===== config.mk =====
export PLATFORM = sky130hd
export DESIGN_NAME = rftx_ctrl
export DESIGN_NICKNAME = d
export VERILOG_FILES = /design/src/hw/rftx_pkg.sv /design/src/hw/rftx_ctrl.sv
export VERILOG_INCLUDE_DIRS = /design/src /design/src/hw
export SDC_FILE = /design/constraint.sdc
export NUM_CORES = 1
export LEC_CHECK = 0
export ABC_AREA = 1
export BUFFER_PORTS_ARGS = -buffer_cell sky130_fd_sc_hd__buf_4
export CAP_MARGIN = 20
export CORE_AREA = 4 4 180 226
export CTS_CLUSTER_DIAMETER = 100
export DETAILED_ROUTE_END_ITERATION = 16
export DIE_AREA = 0 0 184 230
export GPL_ROUTABILITY_DRIVEN = 1
export HOLD_SLACK_MARGIN = 0.15
export PLACE_DENSITY = 0.71
export RECOVER_POWER = 100
export SLEW_MARGIN = 20
export SYNTH_ARGS = -nofsm -noshare
export SYNTH_HDL_FRONTEND = slang
export SYNTH_SLANG_ARGS = --single-unit
export TNS_END_PERCENT = 10

===== constraint.sdc =====
create_clock -name core_clk -period 9.75 [get_ports core_clk]
set_input_delay 0 -clock core_clk [delete_from_list [all_inputs] [get_ports core_clk]]
set_output_delay 0 -clock core_clk [all_outputs]
set_load 0.01 [all_outputs]

===== src/hw/rftx_defs.svh =====
`ifndef RFTX_DEFS_SVH
`define RFTX_DEFS_SVH

// Register indices
`define RFTX_A_TXDATA  4'h0
`define RFTX_A_ENC     4'h1
`define RFTX_A_CTRL    4'h2
`define RFTX_A_STATUS  4'h3
`define RFTX_A_DIVINT  4'h4
`define RFTX_A_DIVFRAC 4'h5
`define RFTX_A_FREQ_DEVIATION    4'h6
`define RFTX_A_GAUSS   4'h7
`define RFTX_A_BAUD    4'h8
`define RFTX_A_RAMP    4'h9
`define RFTX_A_SUPPLY  4'ha
`define RFTX_A_ASK     4'hb
`define RFTX_A_STARTUP 4'hc

// Encoder config fields
`define RFTX_ENC_SCHEME 2:0
`define RFTX_ENC_NBITS  6:4
`define RFTX_ENC_IDLE   7
`define RFTX_ENC_INV    8

// Control fields
`define RFTX_CTL_AMPEN  0
`define RFTX_CTL_PLLMON 1
`define RFTX_CTL_XMON   2
`define RFTX_CTL_FSM    3
`define RFTX_CTL_BYPASS 4
`define RFTX_CTL_BOOST  5
`define RFTX_CTL_ASK    6

// Status: write one clears the shutoff flag
`define RFTX_ST_SHUTOFF 4

// ASK fields
`define RFTX_ASK_HI    7:0
`define RFTX_ASK_LO    15:8
`define RFTX_ASK_SLOPE 23:16
`define RFTX_ASK_RATE  27:24

// Encoding schemes
`define RFTX_SCH_MAN   3'h0
`define RFTX_SCH_IMAN  3'h1
`define RFTX_SCH_DMAN  3'h2
`define RFTX_SCH_BI0   3'h3
`define RFTX_SCH_BI1   3'h4
`define RFTX_SCH_CHIP  3'h5

// Reset value and deviation multiplier
`define RFTX_RST_NBITS 3'h7
`define RFTX_FREQ_DEVIATION_MULT 15'h005f

`endif


===== src/hw/rftx_pkg.sv =====
package rftx_pkg;

    typedef enum logic [1:0] {RFTX_IDLE, RFTX_WAIT, RFTX_SEND} rftx_phase_type;

    typedef struct packed {
        logic        wr;
        logic        rd;
        logic [3:0]  addr;
        logic [31:0] wdata;
    } rftx_bus_type;

    typedef struct packed {
        rftx_phase_type phase;
        logic [7:0]  tx_byte;
        logic        full;
        logic [7:0]  shreg;
        logic [2:0]  bits_left;
        logic        half;
        logic        line;
        logic [17:0] chip_cnt;
        logic [15:0] wait_cnt;
        logic        empty;
        logic        shutoff;
        logic [31:0] rdata;
        logic [2:0]  scheme;
        logic [2:0]  nbits;
        logic        idle_lvl;
        logic        invert;
        logic        amp_en;
        logic        pll_mon;
        logic        xtal_mon;
        logic        fsm_mode;
        logic        bypass;
        logic        boost;
        logic        ask_mode;
        logic [7:0]  div_int;
        logic [20:0] div_frac;
        logic [7:0]  freq_deviation;
        logic [11:0] gdiv;
        logic [11:0] g_cnt;
        logic        g_tick;
        logic [15:0] baud_divider;
        logic [7:0]  fsk_ramp_duration;
        logic [7:0]  ramp;
        logic [7:0]  supply_lvl;
        logic [7:0]  ask_hi;
        logic [7:0]  ask_lo;
        logic [7:0]  slope;
        logic [3:0]  ratediv;
        logic [3:0]  rate_acc;
        logic [7:0]  supply;
        logic [15:0] startup;
        logic [22:0] sd_acc;
        logic [7:0]  ratio;
        logic        amp_on;
        logic        enc_out;
    } rftx_state_type;

endpackage : rftx_pkg


===== src/hw/rftx_ctrl.sv =====
// The register addresses and the address-and-strobe port were chosen for this implementation.
`include "rftx_defs.svh"

// Function
// With amp enabled, idle bit sets idle level
// Amp enable clear: amp off after transmission
// Invert bit inverts encoder output
// Length field plus one bits, MSB first
// Buffer full flag; no writes while set
// Shift empty flag when byte finished
// Monitors kill amp on unlock or crystal fail
// Amp shutoff flag set on monitor kill
// Monitors off after reset
// Center frequency from integer and fraction
// Data line selects FSK high or low
// Deviation offset is freq_deviation times 95 over 2^23
// Gaussian sample divider, 12 bits
// Controller mode switches amp automatically
// Bypass bit selects unregulated amp supply
// FSK amp ramp time from ramp field
// FSK/OOK constant supply, ASK trapezoid
// ASK low and high supply levels
// ASK ramp slope plus fractional rate
// Crystal boost off after reset
// Wait crystal start-up before sending; code waits only in controller mode
// Scheme field selects six encodings
// Encoding starts on byte write, MSB first
// Chip period is four baud divider steps
// Accumulator steps once per reference cycle
module rftx_ctrl (
    // Clock and reset
    input  wire logic                  core_clk,
    input  wire logic                  rst,
    // Register port
    input  wire rftx_pkg::rftx_bus_type bus,
    output logic [31:0]                rdata,
    // Monitors
    input  wire logic                  pll_unlock_flag,
    input  wire logic                  xtal_fail_flag,
    input  wire logic                  xtal_stable,
    // Modulator and amplifier
    output logic                       tx_line,
    output logic                       amp_on,
    output logic [7:0]                 amp_ramp,
    output logic [7:0]                 amp_supply_pin,
    output logic [7:0]                 divider_ratio,
    output logic                       gauss_tick,
    output logic                       reg_bypass,
    output logic                       xtal_boost,
    // Status
    output logic                       tx_buffer_full,
    output logic                       shift_empty,
    output logic                       amp_shutoff_flag
);

    rftx_pkg::rftx_state_type s_q;
    rftx_pkg::rftx_state_type s_d;

    // Level of the first chip of a bit
    function automatic logic first_half(input logic [2:0] sch, input logic b,
                                        input logic prev);
        case (sch)
            `RFTX_SCH_IMAN: first_half = ~b;
            `RFTX_SCH_DMAN: first_half = b ? prev : ~prev;
            `RFTX_SCH_BI0,
            `RFTX_SCH_BI1:  first_half = ~prev;
            default:        first_half = b;
        endcase
    endfunction : first_half

    // Level of the second chip of a bit
    function automatic logic second_half(input logic [2:0] sch, input logic b,
                                         input logic first);
        case (sch)
            `RFTX_SCH_BI0: second_half = b ? first : ~first;
            `RFTX_SCH_BI1: second_half = b ? ~first : first;
            default:       second_half = ~first;
        endcase
    endfunction : second_half

    logic        chip_tick;
    logic        bit_end;
    logic        fault;
    logic        amp_req;
    logic [14:0] dev;
    logic [31:0] base;
    logic [31:0] total;
    logic [23:0] sd_sum;
    logic [4:0]  rate_sum;
    logic [8:0]  step;
    logic [8:0]  up;
    logic [8:0]  dn;
    logic [7:0]  target;

    always_comb begin
        s_d       = s_q;
        s_d.rdata = 32'h0000_0000;
        s_d.g_tick = 1'b0;

        // Register writes
        if (bus.wr) begin
            if (bus.addr == `RFTX_A_TXDATA) begin
                if (!s_q.full) begin
                    s_d.tx_byte = bus.wdata[7:0];
                    s_d.full    = 1'b1;
                end
            end else if (bus.addr == `RFTX_A_ENC) begin
                s_d.scheme   = bus.wdata[`RFTX_ENC_SCHEME];
                s_d.nbits    = bus.wdata[`RFTX_ENC_NBITS];
                s_d.idle_lvl = bus.wdata[`RFTX_ENC_IDLE];
                s_d.invert   = bus.wdata[`RFTX_ENC_INV];
            end else if (bus.addr == `RFTX_A_CTRL) begin
                s_d.amp_en   = bus.wdata[`RFTX_CTL_AMPEN];
                s_d.pll_mon  = bus.wdata[`RFTX_CTL_PLLMON];
                s_d.xtal_mon = bus.wdata[`RFTX_CTL_XMON];
                s_d.fsm_mode = bus.wdata[`RFTX_CTL_FSM];
                s_d.bypass   = bus.wdata[`RFTX_CTL_BYPASS];
                s_d.boost    = bus.wdata[`RFTX_CTL_BOOST];
                s_d.ask_mode = bus.wdata[`RFTX_CTL_ASK];
            end else if (bus.addr == `RFTX_A_STATUS) begin
                if (bus.wdata[`RFTX_ST_SHUTOFF]) begin
                    s_d.shutoff = 1'b0;
                end
            end else if (bus.addr == `RFTX_A_DIVINT) begin
                s_d.div_int = bus.wdata[7:0];
            end else if (bus.addr == `RFTX_A_DIVFRAC) begin
                s_d.div_frac = bus.wdata[20:0];
            end else if (bus.addr == `RFTX_A_FREQ_DEVIATION) begin
                s_d.freq_deviation = bus.wdata[7:0];
            end else if (bus.addr == `RFTX_A_GAUSS) begin
                s_d.gdiv = bus.wdata[11:0];
            end else if (bus.addr == `RFTX_A_BAUD) begin
                s_d.baud_divider = bus.wdata[15:0];
            end else if (bus.addr == `RFTX_A_RAMP) begin
                s_d.fsk_ramp_duration = bus.wdata[7:0];
            end else if (bus.addr == `RFTX_A_SUPPLY) begin
                s_d.supply_lvl = bus.wdata[7:0];
            end else if (bus.addr == `RFTX_A_ASK) begin
                s_d.ask_hi  = bus.wdata[`RFTX_ASK_HI];
                s_d.ask_lo  = bus.wdata[`RFTX_ASK_LO];
                s_d.slope   = bus.wdata[`RFTX_ASK_SLOPE];
                s_d.ratediv = bus.wdata[`RFTX_ASK_RATE];
            end else if (bus.addr == `RFTX_A_STARTUP) begin
                s_d.startup = bus.wdata[15:0];
            end
        end

        // Register reads, data valid next cycle
        if (bus.rd) begin
            if (bus.addr == `RFTX_A_TXDATA) begin
                s_d.rdata = {24'h000000, s_q.tx_byte};
            end else if (bus.addr == `RFTX_A_ENC) begin
                s_d.rdata = {23'h000000, s_q.invert, s_q.idle_lvl, s_q.nbits,
                             1'b0, s_q.scheme};
            end else if (bus.addr == `RFTX_A_CTRL) begin
                s_d.rdata = {25'h0000000, s_q.ask_mode, s_q.boost, s_q.bypass,
                             s_q.fsm_mode, s_q.xtal_mon, s_q.pll_mon, s_q.amp_en};
            end else if (bus.addr == `RFTX_A_STATUS) begin
                s_d.rdata = {26'h0000000, xtal_stable, s_q.shutoff, xtal_fail_flag,
                             pll_unlock_flag, s_q.empty, s_q.full};
            end else if (bus.addr == `RFTX_A_DIVINT) begin
                s_d.rdata = {24'h000000, s_q.div_int};
            end else if (bus.addr == `RFTX_A_DIVFRAC) begin
                s_d.rdata = {11'h000, s_q.div_frac};
            end else if (bus.addr == `RFTX_A_FREQ_DEVIATION) begin
                s_d.rdata = {24'h000000, s_q.freq_deviation};
            end else if (bus.addr == `RFTX_A_GAUSS) begin
                s_d.rdata = {20'h00000, s_q.gdiv};
            end else if (bus.addr == `RFTX_A_BAUD) begin
                s_d.rdata = {16'h0000, s_q.baud_divider};
            end else if (bus.addr == `RFTX_A_RAMP) begin
                s_d.rdata = {24'h000000, s_q.fsk_ramp_duration};
            end else if (bus.addr == `RFTX_A_SUPPLY) begin
                s_d.rdata = {24'h000000, s_q.supply_lvl};
            end else if (bus.addr == `RFTX_A_ASK) begin
                s_d.rdata = {4'h0, s_q.ratediv, s_q.slope, s_q.ask_lo, s_q.ask_hi};
            end else if (bus.addr == `RFTX_A_STARTUP) begin
                s_d.rdata = {16'h0000, s_q.startup};
            end
        end

        // Chip timer: 4*(divider+1) clocks per chip
        chip_tick = (s_q.phase == rftx_pkg::RFTX_SEND) &&
                    (s_q.chip_cnt == {s_q.baud_divider, 2'b11});
        bit_end   = (s_q.scheme == `RFTX_SCH_CHIP) || s_q.half;
        if (s_q.phase != rftx_pkg::RFTX_SEND || chip_tick) begin
            s_d.chip_cnt = 18'h00000;
        end else begin
            s_d.chip_cnt = s_q.chip_cnt + 18'h00001;
        end

        // Byte sequencer
        case (s_q.phase)
            rftx_pkg::RFTX_IDLE: begin
                if (s_q.full) begin
                    s_d.shreg     = s_q.tx_byte;
                    s_d.full      = 1'b0;
                    s_d.bits_left = s_q.nbits;
                    s_d.half      = 1'b0;
                    s_d.empty     = 1'b0;
                    s_d.line      = first_half(s_q.scheme, s_q.tx_byte[7], s_q.line);
                    if (s_q.fsm_mode && !s_q.amp_on) begin
                        s_d.phase    = rftx_pkg::RFTX_WAIT;
                        s_d.wait_cnt = s_q.startup;
                    end else begin
                        s_d.phase = rftx_pkg::RFTX_SEND;
                    end
                end
            end
            rftx_pkg::RFTX_WAIT: begin
                if (s_q.wait_cnt == 16'h0000) begin
                    s_d.phase = rftx_pkg::RFTX_SEND;
                end else begin
                    s_d.wait_cnt = s_q.wait_cnt - 16'h0001;
                end
            end
            rftx_pkg::RFTX_SEND: begin
                if (chip_tick) begin
                    if (!bit_end) begin
                        s_d.half = 1'b1;
                        s_d.line = second_half(s_q.scheme, s_q.shreg[7], s_q.line);
                    end else if (s_q.bits_left != 3'h0) begin
                        s_d.shreg     = {s_q.shreg[6:0], 1'b0};
                        s_d.bits_left = s_q.bits_left - 3'h1;
                        s_d.half      = 1'b0;
                        s_d.line      = first_half(s_q.scheme, s_q.shreg[6], s_q.line);
                    end else if (s_q.full) begin
                        // Back-to-back byte keeps the stream gapless
                        s_d.shreg     = s_q.tx_byte;
                        s_d.full      = 1'b0;
                        s_d.bits_left = s_q.nbits;
                        s_d.half      = 1'b0;
                        s_d.line      = first_half(s_q.scheme, s_q.tx_byte[7], s_q.line);
                    end else begin
                        s_d.phase = rftx_pkg::RFTX_IDLE;
                        s_d.empty = 1'b1;
                    end
                end
            end
            default: begin
                s_d.phase = rftx_pkg::RFTX_IDLE;
            end
        endcase

        // Encoder output with idle level and inversion
        if (s_d.phase == rftx_pkg::RFTX_SEND) begin
            s_d.enc_out = s_d.line ^ s_d.invert;
        end else begin
            s_d.enc_out = s_d.idle_lvl ^ s_d.invert;
        end

        // Amplifier switching and monitors
        fault   = (s_q.pll_mon && pll_unlock_flag) || (s_q.xtal_mon && xtal_fail_flag);
        amp_req = (s_d.phase == rftx_pkg::RFTX_SEND) ||
                  (s_d.amp_en && !s_d.fsm_mode);
        if (fault && s_q.amp_on) begin
            s_d.shutoff = 1'b1;
        end
        // Shutoff stays until cleared so the amp cannot chatter back on
        s_d.amp_on = amp_req && !fault && !s_d.shutoff;

        // FSK impedance ramp
        if (s_q.ask_mode) begin
            s_d.ramp = s_q.amp_on ? s_q.fsk_ramp_duration : 8'h00;
        end else if (s_q.amp_on && s_q.ramp < s_q.fsk_ramp_duration) begin
            s_d.ramp = s_q.ramp + 8'h01;
        end else if (!s_q.amp_on && s_q.ramp != 8'h00) begin
            s_d.ramp = s_q.ramp - 8'h01;
        end else if (s_q.ramp > s_q.fsk_ramp_duration) begin
            s_d.ramp = s_q.fsk_ramp_duration;
        end

        // Supply level: constant or ASK trapezoid
        rate_sum   = {1'b0, s_q.rate_acc} + {1'b0, s_q.ratediv} + 5'h01;
        s_d.rate_acc = rate_sum[3:0];
        step       = {1'b0, s_q.slope} + {8'h00, rate_sum[4]};
        target     = (s_q.amp_on && s_q.enc_out) ? s_q.ask_hi : s_q.ask_lo;
        up         = {1'b0, s_q.supply} + step;
        dn         = {1'b0, s_q.supply} - step;
        if (!s_d.ask_mode) begin
            s_d.supply = s_d.amp_on ? s_d.supply_lvl : 8'h00;
        end else if (s_q.supply < target) begin
            s_d.supply = (up > {1'b0, target}) ? target : up[7:0];
        end else if (s_q.supply > target) begin
            s_d.supply = (dn[8] || dn < {1'b0, target}) ? target : dn[7:0];
        end

        // Sigma-delta divider, fraction kept in 2^-23 units
        dev   = {7'h00, s_q.freq_deviation} * `RFTX_FREQ_DEVIATION_MULT;
        base  = {1'b0, s_q.div_int, s_q.div_frac, 2'b00};
        if (s_q.ask_mode) begin
            total = base;
        end else if (s_q.enc_out) begin
            total = base + {17'h00000, dev};
        end else begin
            total = base - {17'h00000, dev};
        end
        sd_sum     = {1'b0, s_q.sd_acc} + {1'b0, total[22:0]};
        s_d.sd_acc = sd_sum[22:0];
        s_d.ratio  = total[30:23] + {7'h00, sd_sum[23]};

        // Gaussian filter sample clock
        if (s_q.g_cnt >= s_q.gdiv) begin
            s_d.g_cnt  = 12'h000;
            s_d.g_tick = 1'b1;
        end else begin
            s_d.g_cnt = s_q.g_cnt + 12'h001;
        end
    end

    always_ff @(posedge core_clk) begin
        if (rst) begin
            s_q          <= '0;
            s_q.phase    <= rftx_pkg::RFTX_IDLE;
            s_q.nbits    <= `RFTX_RST_NBITS;
            s_q.empty    <= 1'b1;
            s_q.pll_mon  <= 1'b0;
            s_q.xtal_mon <= 1'b0;
            s_q.boost    <= 1'b0;
        end else begin
            s_q <= s_d;
        end
    end

    assign rdata            = s_q.rdata;
    assign tx_line          = s_q.enc_out;
    assign amp_on           = s_q.amp_on;
    assign amp_ramp         = s_q.ramp;
    assign amp_supply_pin   = s_q.supply;
    assign divider_ratio    = s_q.ratio;
    assign gauss_tick       = s_q.g_tick;
    assign reg_bypass       = s_q.bypass;
    assign xtal_boost       = s_q.boost;
    assign tx_buffer_full   = s_q.full;
    assign shift_empty      = s_q.empty;
    assign amp_shutoff_flag = s_q.shutoff;
endmodule : rftx_ctrl


Word level (Yosys, flattened, before mapping)
Index checks and enable logic that the tools add are counted.
{"block": "totals", "regBits": 298, "word_cells": 268}
{"block": "classes", "add_sub_neg": 15, "mul": 1, "magnitude_cmp": 7, "eq_ne": 30, "muxes": 97, "bitwise_logic": 19, "n_reduce_logical": 51}
{"operator": "two-way mux 36 bit", "count": 11}
{"operator": "two-way mux 21 bit", "count": 7}
{"operator": "two-way mux 8 bit", "count": 16}
{"operator": "two-way mux 58 bit", "count": 2}
{"operator": "two-way mux 49 bit", "count": 2}
{"operator": "two-way mux 28 bit", "count": 3}
{"operator": "two-way mux 31 bit", "count": 2}
{"operator": "two-way mux 56 bit", "count": 1}
{"operator": "two-way mux 16 bit", "count": 3}
{"operator": "two-way mux 41 bit", "count": 1}
{"operator": "two-way mux 12 bit", "count": 3}
{"operator": "two-way mux 9 bit", "count": 4}
{"operator": "one-hot mux 16 bit (2 select lines)", "count": 1}
{"operator": "adder 31 x 15 -> 31 bit", "count": 1}
{"operator": "subtractor 31 x 15 -> 31 bit", "count": 1}
{"operator": "two-way mux 14 bit", "count": 2}
{"operator": "one-hot mux 14 bit (2 select lines)", "count": 1}
{"operator": "adder 23 x 23 -> 24 bit", "count": 1}
{"operator": "equality test 4 bit, second input constant", "count": 5}
{"operator": "two-way mux 1 bit", "count": 20}
{"operator": "two-way mux 20 bit", "count": 1}
{"operator": "adder 18 x 1 -> 18 bit, second input constant", "count": 1}
{"operator": "equality test 18 bit", "count": 1}
{"operator": "two-way mux 2 bit", "count": 9}
{"operator": "other kinds (61)", "count": 121}

Logic depth before layout (Yosys ltp)
Gate-level depths: netlist (run 1).
{"block": "depth", "depth_word": 17, "mapped_depth": 48, "mapped_depth_nobuf": 48}

Worst setup path after synthesis (run 1)
OpenSTA, ideal clock, no wires.
{"block": "synth_path", "path_kind": "register -> register", "startpoint": "register s_q[158] (netlist name)", "endpoint": "register s_q, in the netlist divider_ratio[6]", "arrival_time_ps": 6995, "required_ps": 9637, "setup_slack_ps": 2642, "stages_incl_launch_ff": 45, "n_path_buf": 0, "cell_sequence": "dfxtp_1 fa_1 inv_1 fa_1 inv_1 fa_1 inv_1 fa_1 inv_1 ha_1 a21oi_1 o21ai_0 o21bai_1 nand2_1 nand2_1 nand2_1 nand2_1 xnor2_1 [... 9 more ...] a21oi_1 ha_1 nand2_1 nor2_1 nand3_1 nand2_1 nand2_1 o211ai_1 a21oi_1 o21ai_0 ha_1 ha_1 a21boi_1 nand2_1 nor2_1 nand2_1 nand2_1 nor2_1"}
{"block": "synth_via", "elab_chain_len": 6}
{"item": "start, declared", "line_no": "rftx_ctrl.sv:56", "rtl": "rftx_pkg::rftx_state_type s_q;"}
{"item": "multiplier 8 x 7 -> 15 bit (no line) (*)"}
{"item": "subtractor 31 x 15 -> 31 bit or adder 31 x 15 -> 31 bit (tied branches)", "line_no": "rftx_ctrl.sv:296, rftx_ctrl.sv:294"}
{"item": "two-way mux 31 bit (*)", "line_no": "rftx_ctrl.sv:293", "rtl": "end else if (s_q.enc_out) begin"}
{"item": "two-way mux 31 bit (*)", "line_no": "rftx_ctrl.sv:291", "rtl": "if (s_q.ask_mode) begin"}
{"item": "adder 23 x 23 -> 24 bit", "line_no": "rftx_ctrl.sv:298", "rtl": "sd_sum = {1'b0, s_q.sd_acc} + {1'b0, total[22:0]};"}
{"item": "adder 8 x 1 -> 8 bit (*)", "line_no": "rftx_ctrl.sv:300", "rtl": "s_d.ratio = total[30:23] + {7'h00, sd_sum[23]};"}
Every way passes the cells marked *; elsewhere a longest branch is shown, timed or not.
A chain may end at the register's enable or synchronous reset.

Final worst setup path (run 1)
Ends and elaborated chain as after synthesis.

==> results of run 1 <==
[cell usage after synthesis, types with 4 or more instances]
cell type and n:
a211oi_1 9, a21oi_1 299, a221oi_1 9, a31oi_1 13
a41oi_1 8, buf_1 9, buf_2 16, buf_4 56
clkbuf_1 75, dfxtp_1 294, fa_1 27, ha_1 164
inv_1 392, inv_2 61, mux2i_1 5, nand2_1 549
nand2_2 7, nand3_1 175, nand3b_1 4, nand4_1 32
nor2_1 296, nor2_2 9, nor3_1 36, nor3_2 5
nor3b_1 7, nor4_1 6, o2111ai_1 7, o211ai_1 18
o21a_1 5, o21ai_0 254, o21ai_1 36, o21bai_1 13
o221ai_1 5, o22ai_1 23, o31ai_1 4, or2_2 7
xnor2_1 20, xor2_1 63
[worst max-delay path: cells and delay by family (launching register included)]
kind | cells | cell delay, ns
flops | 1 | 0.60
buf+inv | 5 | 0.36
fa+ha+maj | 9 | 3.27
xor+xnor | 2 | 0.37
compound gates | 13 | 2.18
simple gates | 15 | 1.30
[how the worst max path moves through the flow]
| stage | cells past startpoint | endpoint | startpoint |
|---|---|---|---|
| after floorplan | 44 | divider_ratio[6] | s_q[158] |
| after global placement | 44 | divider_ratio[6] | s_q[158] |
| after detailed placement | 44 | divider_ratio[6] | s_q[158] |
| after CTS | 44 | divider_ratio[6] | s_q[158] |
| after global routing | 43 | divider_ratio[6] | s_q[158] |
| final | 44 | divider_ratio[6] | s_q[158] |
[timing repair]
item                                   in CTS  in global routing
setup buffers                               0                  0
hold buffers                               52                  0
endpoints found under the hold margin     188                  0
setup endpoints to repair                   0                  0
[sequential cells by signal, summed over array words and instances, names as in the netlist]
name / cells
amp_shutoff_flag: 1
tx_line: 1
base: 29
s_q: 205
xtal_boost: 1
rdata: 28
amp_ramp: 8
amp_on: 1
tx_buffer_full: 1
shift_empty: 1
amp_supply_pin: 8
divider_ratio: 8
gauss_tick: 1
reg_bypass: 1
[cells in the final DEF (no fill, tap or decap), types with 40 or more instances in the layout]
cell           instances
inv_1                398
o21ai_0              274
clkbuf_1              68
ha_1                 164
xor2_1                63
nand3_1              174
dfxtp_1              294
dlygate4sd3_1         52
nor2_1               301
a21oi_1              299
inv_2                 54
buf_4                 40
nand2_1              551
[layout make-up]
| class | instances | area [um^2] |
|---|---|---|
| multi-input combinational | 2153 | 12230 |
| timing repair buffer | 159 | 1089 |
| sequential | 294 | 5886 |
| clock inverter | 19 | 275.3 |
| fill | 3824 | 16070 |
| clock buffer | 37 | 838.3 |
| inverter | 455 | 1709 |
| tap | 498 | 623.1 |
[stage by stage]
step / setup WS, ns / instance area (um^2) / util / hold slack [ns] / std cells
3_3_place_gp: 1.846 / 21270 / 0.5495 / 0.2721 / 3506
4_1_cts: 1.610 / 22910 / 0.5917 / 0.2133 / 3614
3_5_place_dp: 1.704 / 21270 / 0.5495 / 0.2754 / 3506
5_1_grt: 0.6225 / 22650 / 0.5850 / 0.2509 / 3615
2_1_floorplan: 2.642 / 20660 / - / 0.1349 / 3058
6_report: 1.510 / 22650 / 0.5850 / 0.2487 / 3615
[power by group]
part | switching [mW] | internal (mW) | total [mW]
combinational | 0.977 | 0.540 | 1.52
clock | 0.523 | 0.773 | 1.30
sequential | 0.0739 | 1.30 | 1.37
[layer usage]
metal | share of wire | GRT usage | wire, um | vias to the layer above
met2 | 0.49 | 0.5144 | 31890 | 717
met1 | 0.42 | 0.3802 | 27170 | 9504
met5 | 0 | 0 | 0 | -
met4 | 0.040 | 0.1144 | 2636 | 0
met3 | 0.057 | 0.02927 | 3733 | 163
li1 | - | - | - | 10060
[cell families after synthesis]
logic type / count (synthesis)
buffers and inverters: 611
adders and majority gates: 191
DFF: 294
and+or+nand+nor: 1147
other: 1
AOI/OAI and AO/OA: 721
xor gates and xnor gates: 85
muxes: 5
==> impl_metrics.ini, run 1 <==
[cts]
cts_tree = yes
postCtsResizedCells = 0
clkTransAtPathRegs_ns = 0.06
clk-insertion-delay-late_ns = 0.61
cts_buffer_depth = 3
cts_made_buffers = 31
cts_max_level = 1
cts-root-buf = clkbuf_16
cts.sink_count = 294

[timing]
rsz0062_at_grt = no
fin_crit_sh = 0.8452
fmax_ghz = 0.1214
finClkSkew_ns = 0.02693
finalHoldViolCount = 0
maxSlewViolCount = 238
fin_tns_setup_ns = 0
setup-violations-final = 0
maxSlewHeadroom = -1.913
post-route-min-period_ns = 8.240
tightest_slew_ns = 4.370

[floorplanning]
die_w_um = 184
io_pins = 107
die_y_um = 230
die_area_um2 = 42320
initial_core_util = 0.5334
fp.coreArea_um2 = 38710
rows = 81

[critical_path]
r2r_start = s_q[158]
worstSetupStartpointType = flop
reg2reg_slack_ns = 1.51
r2r_end = divider_ratio[6]
crit_top_cell = nand2_1
cp_max_fo = 7
worstSetupEndpointType = flop
slowest_stage = dfxtp_1
worstPathArrival_ns = 8.71
critPathRequiredTime_ns = 10.22
critPathMaxStageDelay_ns = 0.60
path_class = reg -> reg
r2r_cells = 44

[synth]
yosysWarningCount = 0
synthDistinctLibCells = 63
syn_inst = 3055
synth_edf_count = 0
synth.largest_area_cell = dfxtp_1
yosys_register_bits = 294
synth_area_um2 = 20650
ys_seq_area_frac = 0.2850
synthDominantCellAreaShare = 0.2850
synth_xor_area_frac = 0.03732
synth_fa_ha_area_frac = 0.1255
synth-async-reset-ratio = 0
synth_area_per_cell_um2 = 6.760
synth_top_family_by_area = simple AND/OR/NAND/NOR gates
synth_compound_area_frac = 0.1911
ys.flop_type = dfxtp_1
synth.mux.area_fraction = 0.002424
ys_top_cells_by_area = dfxtp_1, nand2_1, ha_1
synth-simple-area-share = 0.2362

[pwr]
power_density_nw_per_um2 = 184.7
vdd_drop_max_v = 0.0001458
power_mw = 4.184
leakagePower_nw = 10.49

[route]
antenna_left = 0
via_count = 20450
drc = 0
first_iter_violations = 1691
wl_um = 65440
first_pass_iters = 6
vias_per_cell = 5.656
wl_per_cell_um = 18.10

[min_path]
holdPathStages = 4
hp-start = bus[22]
min_path_type = in -> reg
min_delay_worst_endpoint = s_q[71]

[placed_design]
portBuffers = 98
hpwl_um = 49610
gp_congestion = 1.022

[final_layout]
antenna_cells = 0
syn_to_final_growth_pct = 9.664
nets = 3328
drive_gt1_frac = 0.05871

[run]
max_cap_violations = 4

[global_route]
overflow = 0
antenna_found_initial = 0
grt_max_degree = 107
grt_usage = 0.2972
grt_pass1_wl_um = 101900
grt_pass1_vias = 19120

[run_status]
violations = capacitance limit, slew limit
outcome = finished with violations
No activity file was read; power rests on OpenSTA's default activity.
==> inputs of run 2 (changes only) <==
--- a/config.mk
+++ b/config.mk
@@ -6,16 +6,16 @@
 export SDC_FILE = /design/constraint.sdc
 export NUM_CORES = 1
 export LEC_CHECK = 0
-export ABC_AREA = 1
+export ABC_AREA = 0
 export BUFFER_PORTS_ARGS = -buffer_cell sky130_fd_sc_hd__buf_4
 export CAP_MARGIN = 20
-export CORE_AREA = 4 4 180 226
+export CORE_AREA = 4 4 177 222
 export CTS_CLUSTER_DIAMETER = 100
 export DETAILED_ROUTE_END_ITERATION = 16
-export DIE_AREA = 0 0 184 230
+export DIE_AREA = 0 0 181 226
 export GPL_ROUTABILITY_DRIVEN = 1
 export HOLD_SLACK_MARGIN = 0.15
-export PLACE_DENSITY = 0.71
+export PLACE_DENSITY = 0.74
 export RECOVER_POWER = 100
 export SLEW_MARGIN = 20
 export SYNTH_ARGS = -nofsm -noshare
==> constraint.sdc (replaced) <==
create_clock -name core_clk -period 7.2 [get_ports core_clk]
set_input_delay 0 -clock core_clk [delete_from_list [all_inputs] [get_ports core_clk]]
set_output_delay 0 -clock core_clk [all_outputs]
set_load 0.01 [all_outputs]
==> run 2 against run 1 <==
Compared with the run above: the run ends with setup timing left; largest power group unchanged; cell count fell by 12%; combinational power is 22% higher; die area down 3.3%; count of clock-buffer cells in the layout grew 5; synthesized cell count decreased by 18%; first-iteration DRC count shrank 0.35%; global-route usage decreased by 1.1 points; total power is 27% higher; sequential power up 32%; flip-flop and latch count is the same; critical path depth decreased by 2.
==> impl_metrics.ini, run 2 <==
[critical_path]
worstSetupStartpointType = flop
r2r_cells = 42
worstSetupEndpointType = flop
r2r_end = divider_ratio[6]
crit_top_cell = inv_2
worstPathArrival_ns = 8.11
critPathRequiredTime_ns = 7.64
path_class = reg -> reg
cp_max_fo = 3
reg2reg_slack_ns = -0.47
r2r_start = s_q[156]
critPathMaxStageDelay_ns = 0.54
slowest_stage = fa_1

[floorplanning]
die_y_um = 226
die_area_um2 = 40910
io_pins = 107
die_w_um = 181
rows = 79
initial_core_util = 0.5362
fp.coreArea_um2 = 37070

[final_layout]
fillCellCount = 3186
nets = 2902
largest_reg_flops = 205
final_common_cell = nand2_1
drive_gt1_frac = 0.1463
final_cell_mix = nand2_1, dfxtp_1, nor2_1
syn_to_final_growth_pct = 18.11
fin_cells = 3181
largest-register = s_q

[placed_design]
hpwl_um = 44280
portBuffers = 98
pre_cts_ws_ns = -0.7566
gp_congestion = 0.9673
dp_cells = 3037

[route]
wl_um = 62090
first_pass_iters = 6
first_iter_violations = 1685
drc = 0
wl_per_cell_um = 19.52
via_count = 18940
vias_per_cell = 5.954
antenna_left = 0

[pwr]
p_int_mw = 3.571
p_comb_frac = 0.348
p_sw_mw = 1.758
power_density_nw_per_um2 = 227.0
power_mw = 5.330
vdd_drop_max_v = 0.0001822
leakagePower_nw = 9.794
p_sw_frac = 0.3299
p_seq_frac = 0.340
clockPowerShare = 0.313

[timing]
fin_tns_setup_ns = -1.950
setup-violations-final = 8
finClkSkew_ns = 0.02773
fmax_ghz = 0.1304
rsz0062_at_grt = yes
tightest_slew_ns = 1.188
fin_crit_sh = 1.065
post-route-min-period_ns = 7.671
maxSlewHeadroom = 0.2082
finalWorstSetupSlack_ns = -0.4708
maxSlewViolCount = 0
finalHoldViolCount = 0

[min_path]
min_path_type = in -> reg
hp-start = xtal_stable
min_delay_worst_endpoint = rdata[5]
holdPathStages = 5

[synth]
yosysMostFrequentCell = nand2_1
yosysWarningCount = 0
ys_top_cells_by_count = nand2_1, dfxtp_1, nor2_1, a21oi_1, ha_1
synthDominantCellAreaShare = 0.2961
ys_top_cells_by_area = dfxtp_1, ha_1, nand2_1
synth-async-reset-ratio = 0
yosys_register_bits = 294
synth_area_per_cell_um2 = 7.934
ys_seq_area_frac = 0.2961
synth_edf_count = 0
syn_inst = 2505
ys.flop_type = dfxtp_1
synth.largest_area_cell = dfxtp_1
synthDistinctLibCells = 81
synth_area_um2 = 19880

[global_route]
use_met1 = 0.3575
antenna_found_initial = 3
grt_max_degree = 169
overflow = 0
grt_pass1_wl_um = 96370
grt_usage = 0.2863
grt_busiest_layer = met2
grt_use_met2 = 0.4929
grt_pass1_vias = 18240
use_met3 = 0.03609

[run_status]
outcome = finished with violations
violations = setup timing

[cts]
clk-insertion-delay-late_ns = 0.60
cts.sink_count = 294
cts_made_buffers = 31
cts_max_level = 1
cts_tree = yes
clkTransAtPathRegs_ns = 0.07
cts_buffer_depth = 3
cts-root-buf = clkbuf_16

[run]
max_cap_violations = 0
[run 2: timing repair]
action,CTS,global route
buffers inserted,24,4
hold endpoints to repair,201,0
gates cloned,0,0
setup endpoints to repair,10,15
gates resized for setup,37,51
pin swaps,40,46
hold buffers,56,0
[run 2: worst max-delay path by stage]
stage	start	to	slack, ns	cells past startpoint
2_1_floorplan	s_q[159]	divider_ratio[6]	-0.23	38
3_3_place_gp	s_q[159]	divider_ratio[6]	-0.49	38
3_5_place_dp	s_q[157]	divider_ratio[6]	-0.76	41
4_1_cts	s_q[156]	divider_ratio[6]	-0.47	40
5_1_grt	s_q[156]	divider_ratio[6]	-0.80	43
6_report	s_q[156]	divider_ratio[6]	-0.47	42
[run 2: cells by family after synthesis]
group | count (synthesis) | synth area share
AO/OA/AOI/OAI | 597 | 0.1902
other | 1 | 0.0001887
adder cells (fa/ha/maj) | 191 | 0.1304
XOR/XNOR | 131 | 0.05773
AND/OR/NAND/NOR | 854 | 0.1952
flip-flops | 294 | 0.2961
multiplexers | 105 | 0.05628
buffers and inverters | 332 | 0.07384
[run 2: power groups by stage]
stage | clock, mW | combinational, mW | sequential, mW
5_1_grt | 1.74 | 2.04 | 1.82
6_report | 1.67 | 1.85 | 1.81
3_3_place_gp | 0 | 1.62 | 1.84
2_1_floorplan | 0 | 1.18 | 1.80
4_1_cts | 1.67 | 1.79 | 1.81
3_5_place_dp | 0 | 1.66 | 1.84
[run 2: final cells by class]
cell class | instances | area [um^2] | area share
antenna | 2 | 5.005 | 0.0002132
timing repair buffer | 323 | 2367 | 0.1008
inverter | 136 | 513.0 | 0.02185
tap | 486 | 608.1 | 0.02590
clock buffer | 42 | 847.1 | 0.03608
multi-input combinational | 1882 | 13040 | 0.5554
clock inverter | 16 | 190.2 | 0.008101
sequential | 294 | 5906 | 0.2516
[run 2: worst max-delay path, delay by kind of cell, from the launching register on]
family	cells	cell delay, ns
AO/OA/AOI/OAI	13	1.86
XOR/XNOR	2	0.21
adder cells (fa/ha/maj)	9	2.75
buffers and inverters	8	0.51
flip-flops	1	0.36
AND/OR/NAND/NOR	10	1.83
[run 2: routing by layer]
| layer | wire length (um) | up-vias |
|---|---|---|
| li1 | - | 8990 |
| met1 | 24850 | 8977 |
| met2 | 29720 | 763 |
| met3 | 4114 | 207 |
| met4 | 3374 | 4 |
| met5 | 27 | - |
[run 2: through the flow]
stage          cell area (um^2)    util  hold WS (ns)
3_3_place_gp              21470  0.5792        0.2558
5_1_grt                   23470  0.6332        0.2661
6_report                  23480  0.6333        0.2391
2_1_floorplan             20000       -        0.1360
4_1_cts                   23390  0.6310        0.1957
3_5_place_dp              21480  0.5794        0.2600
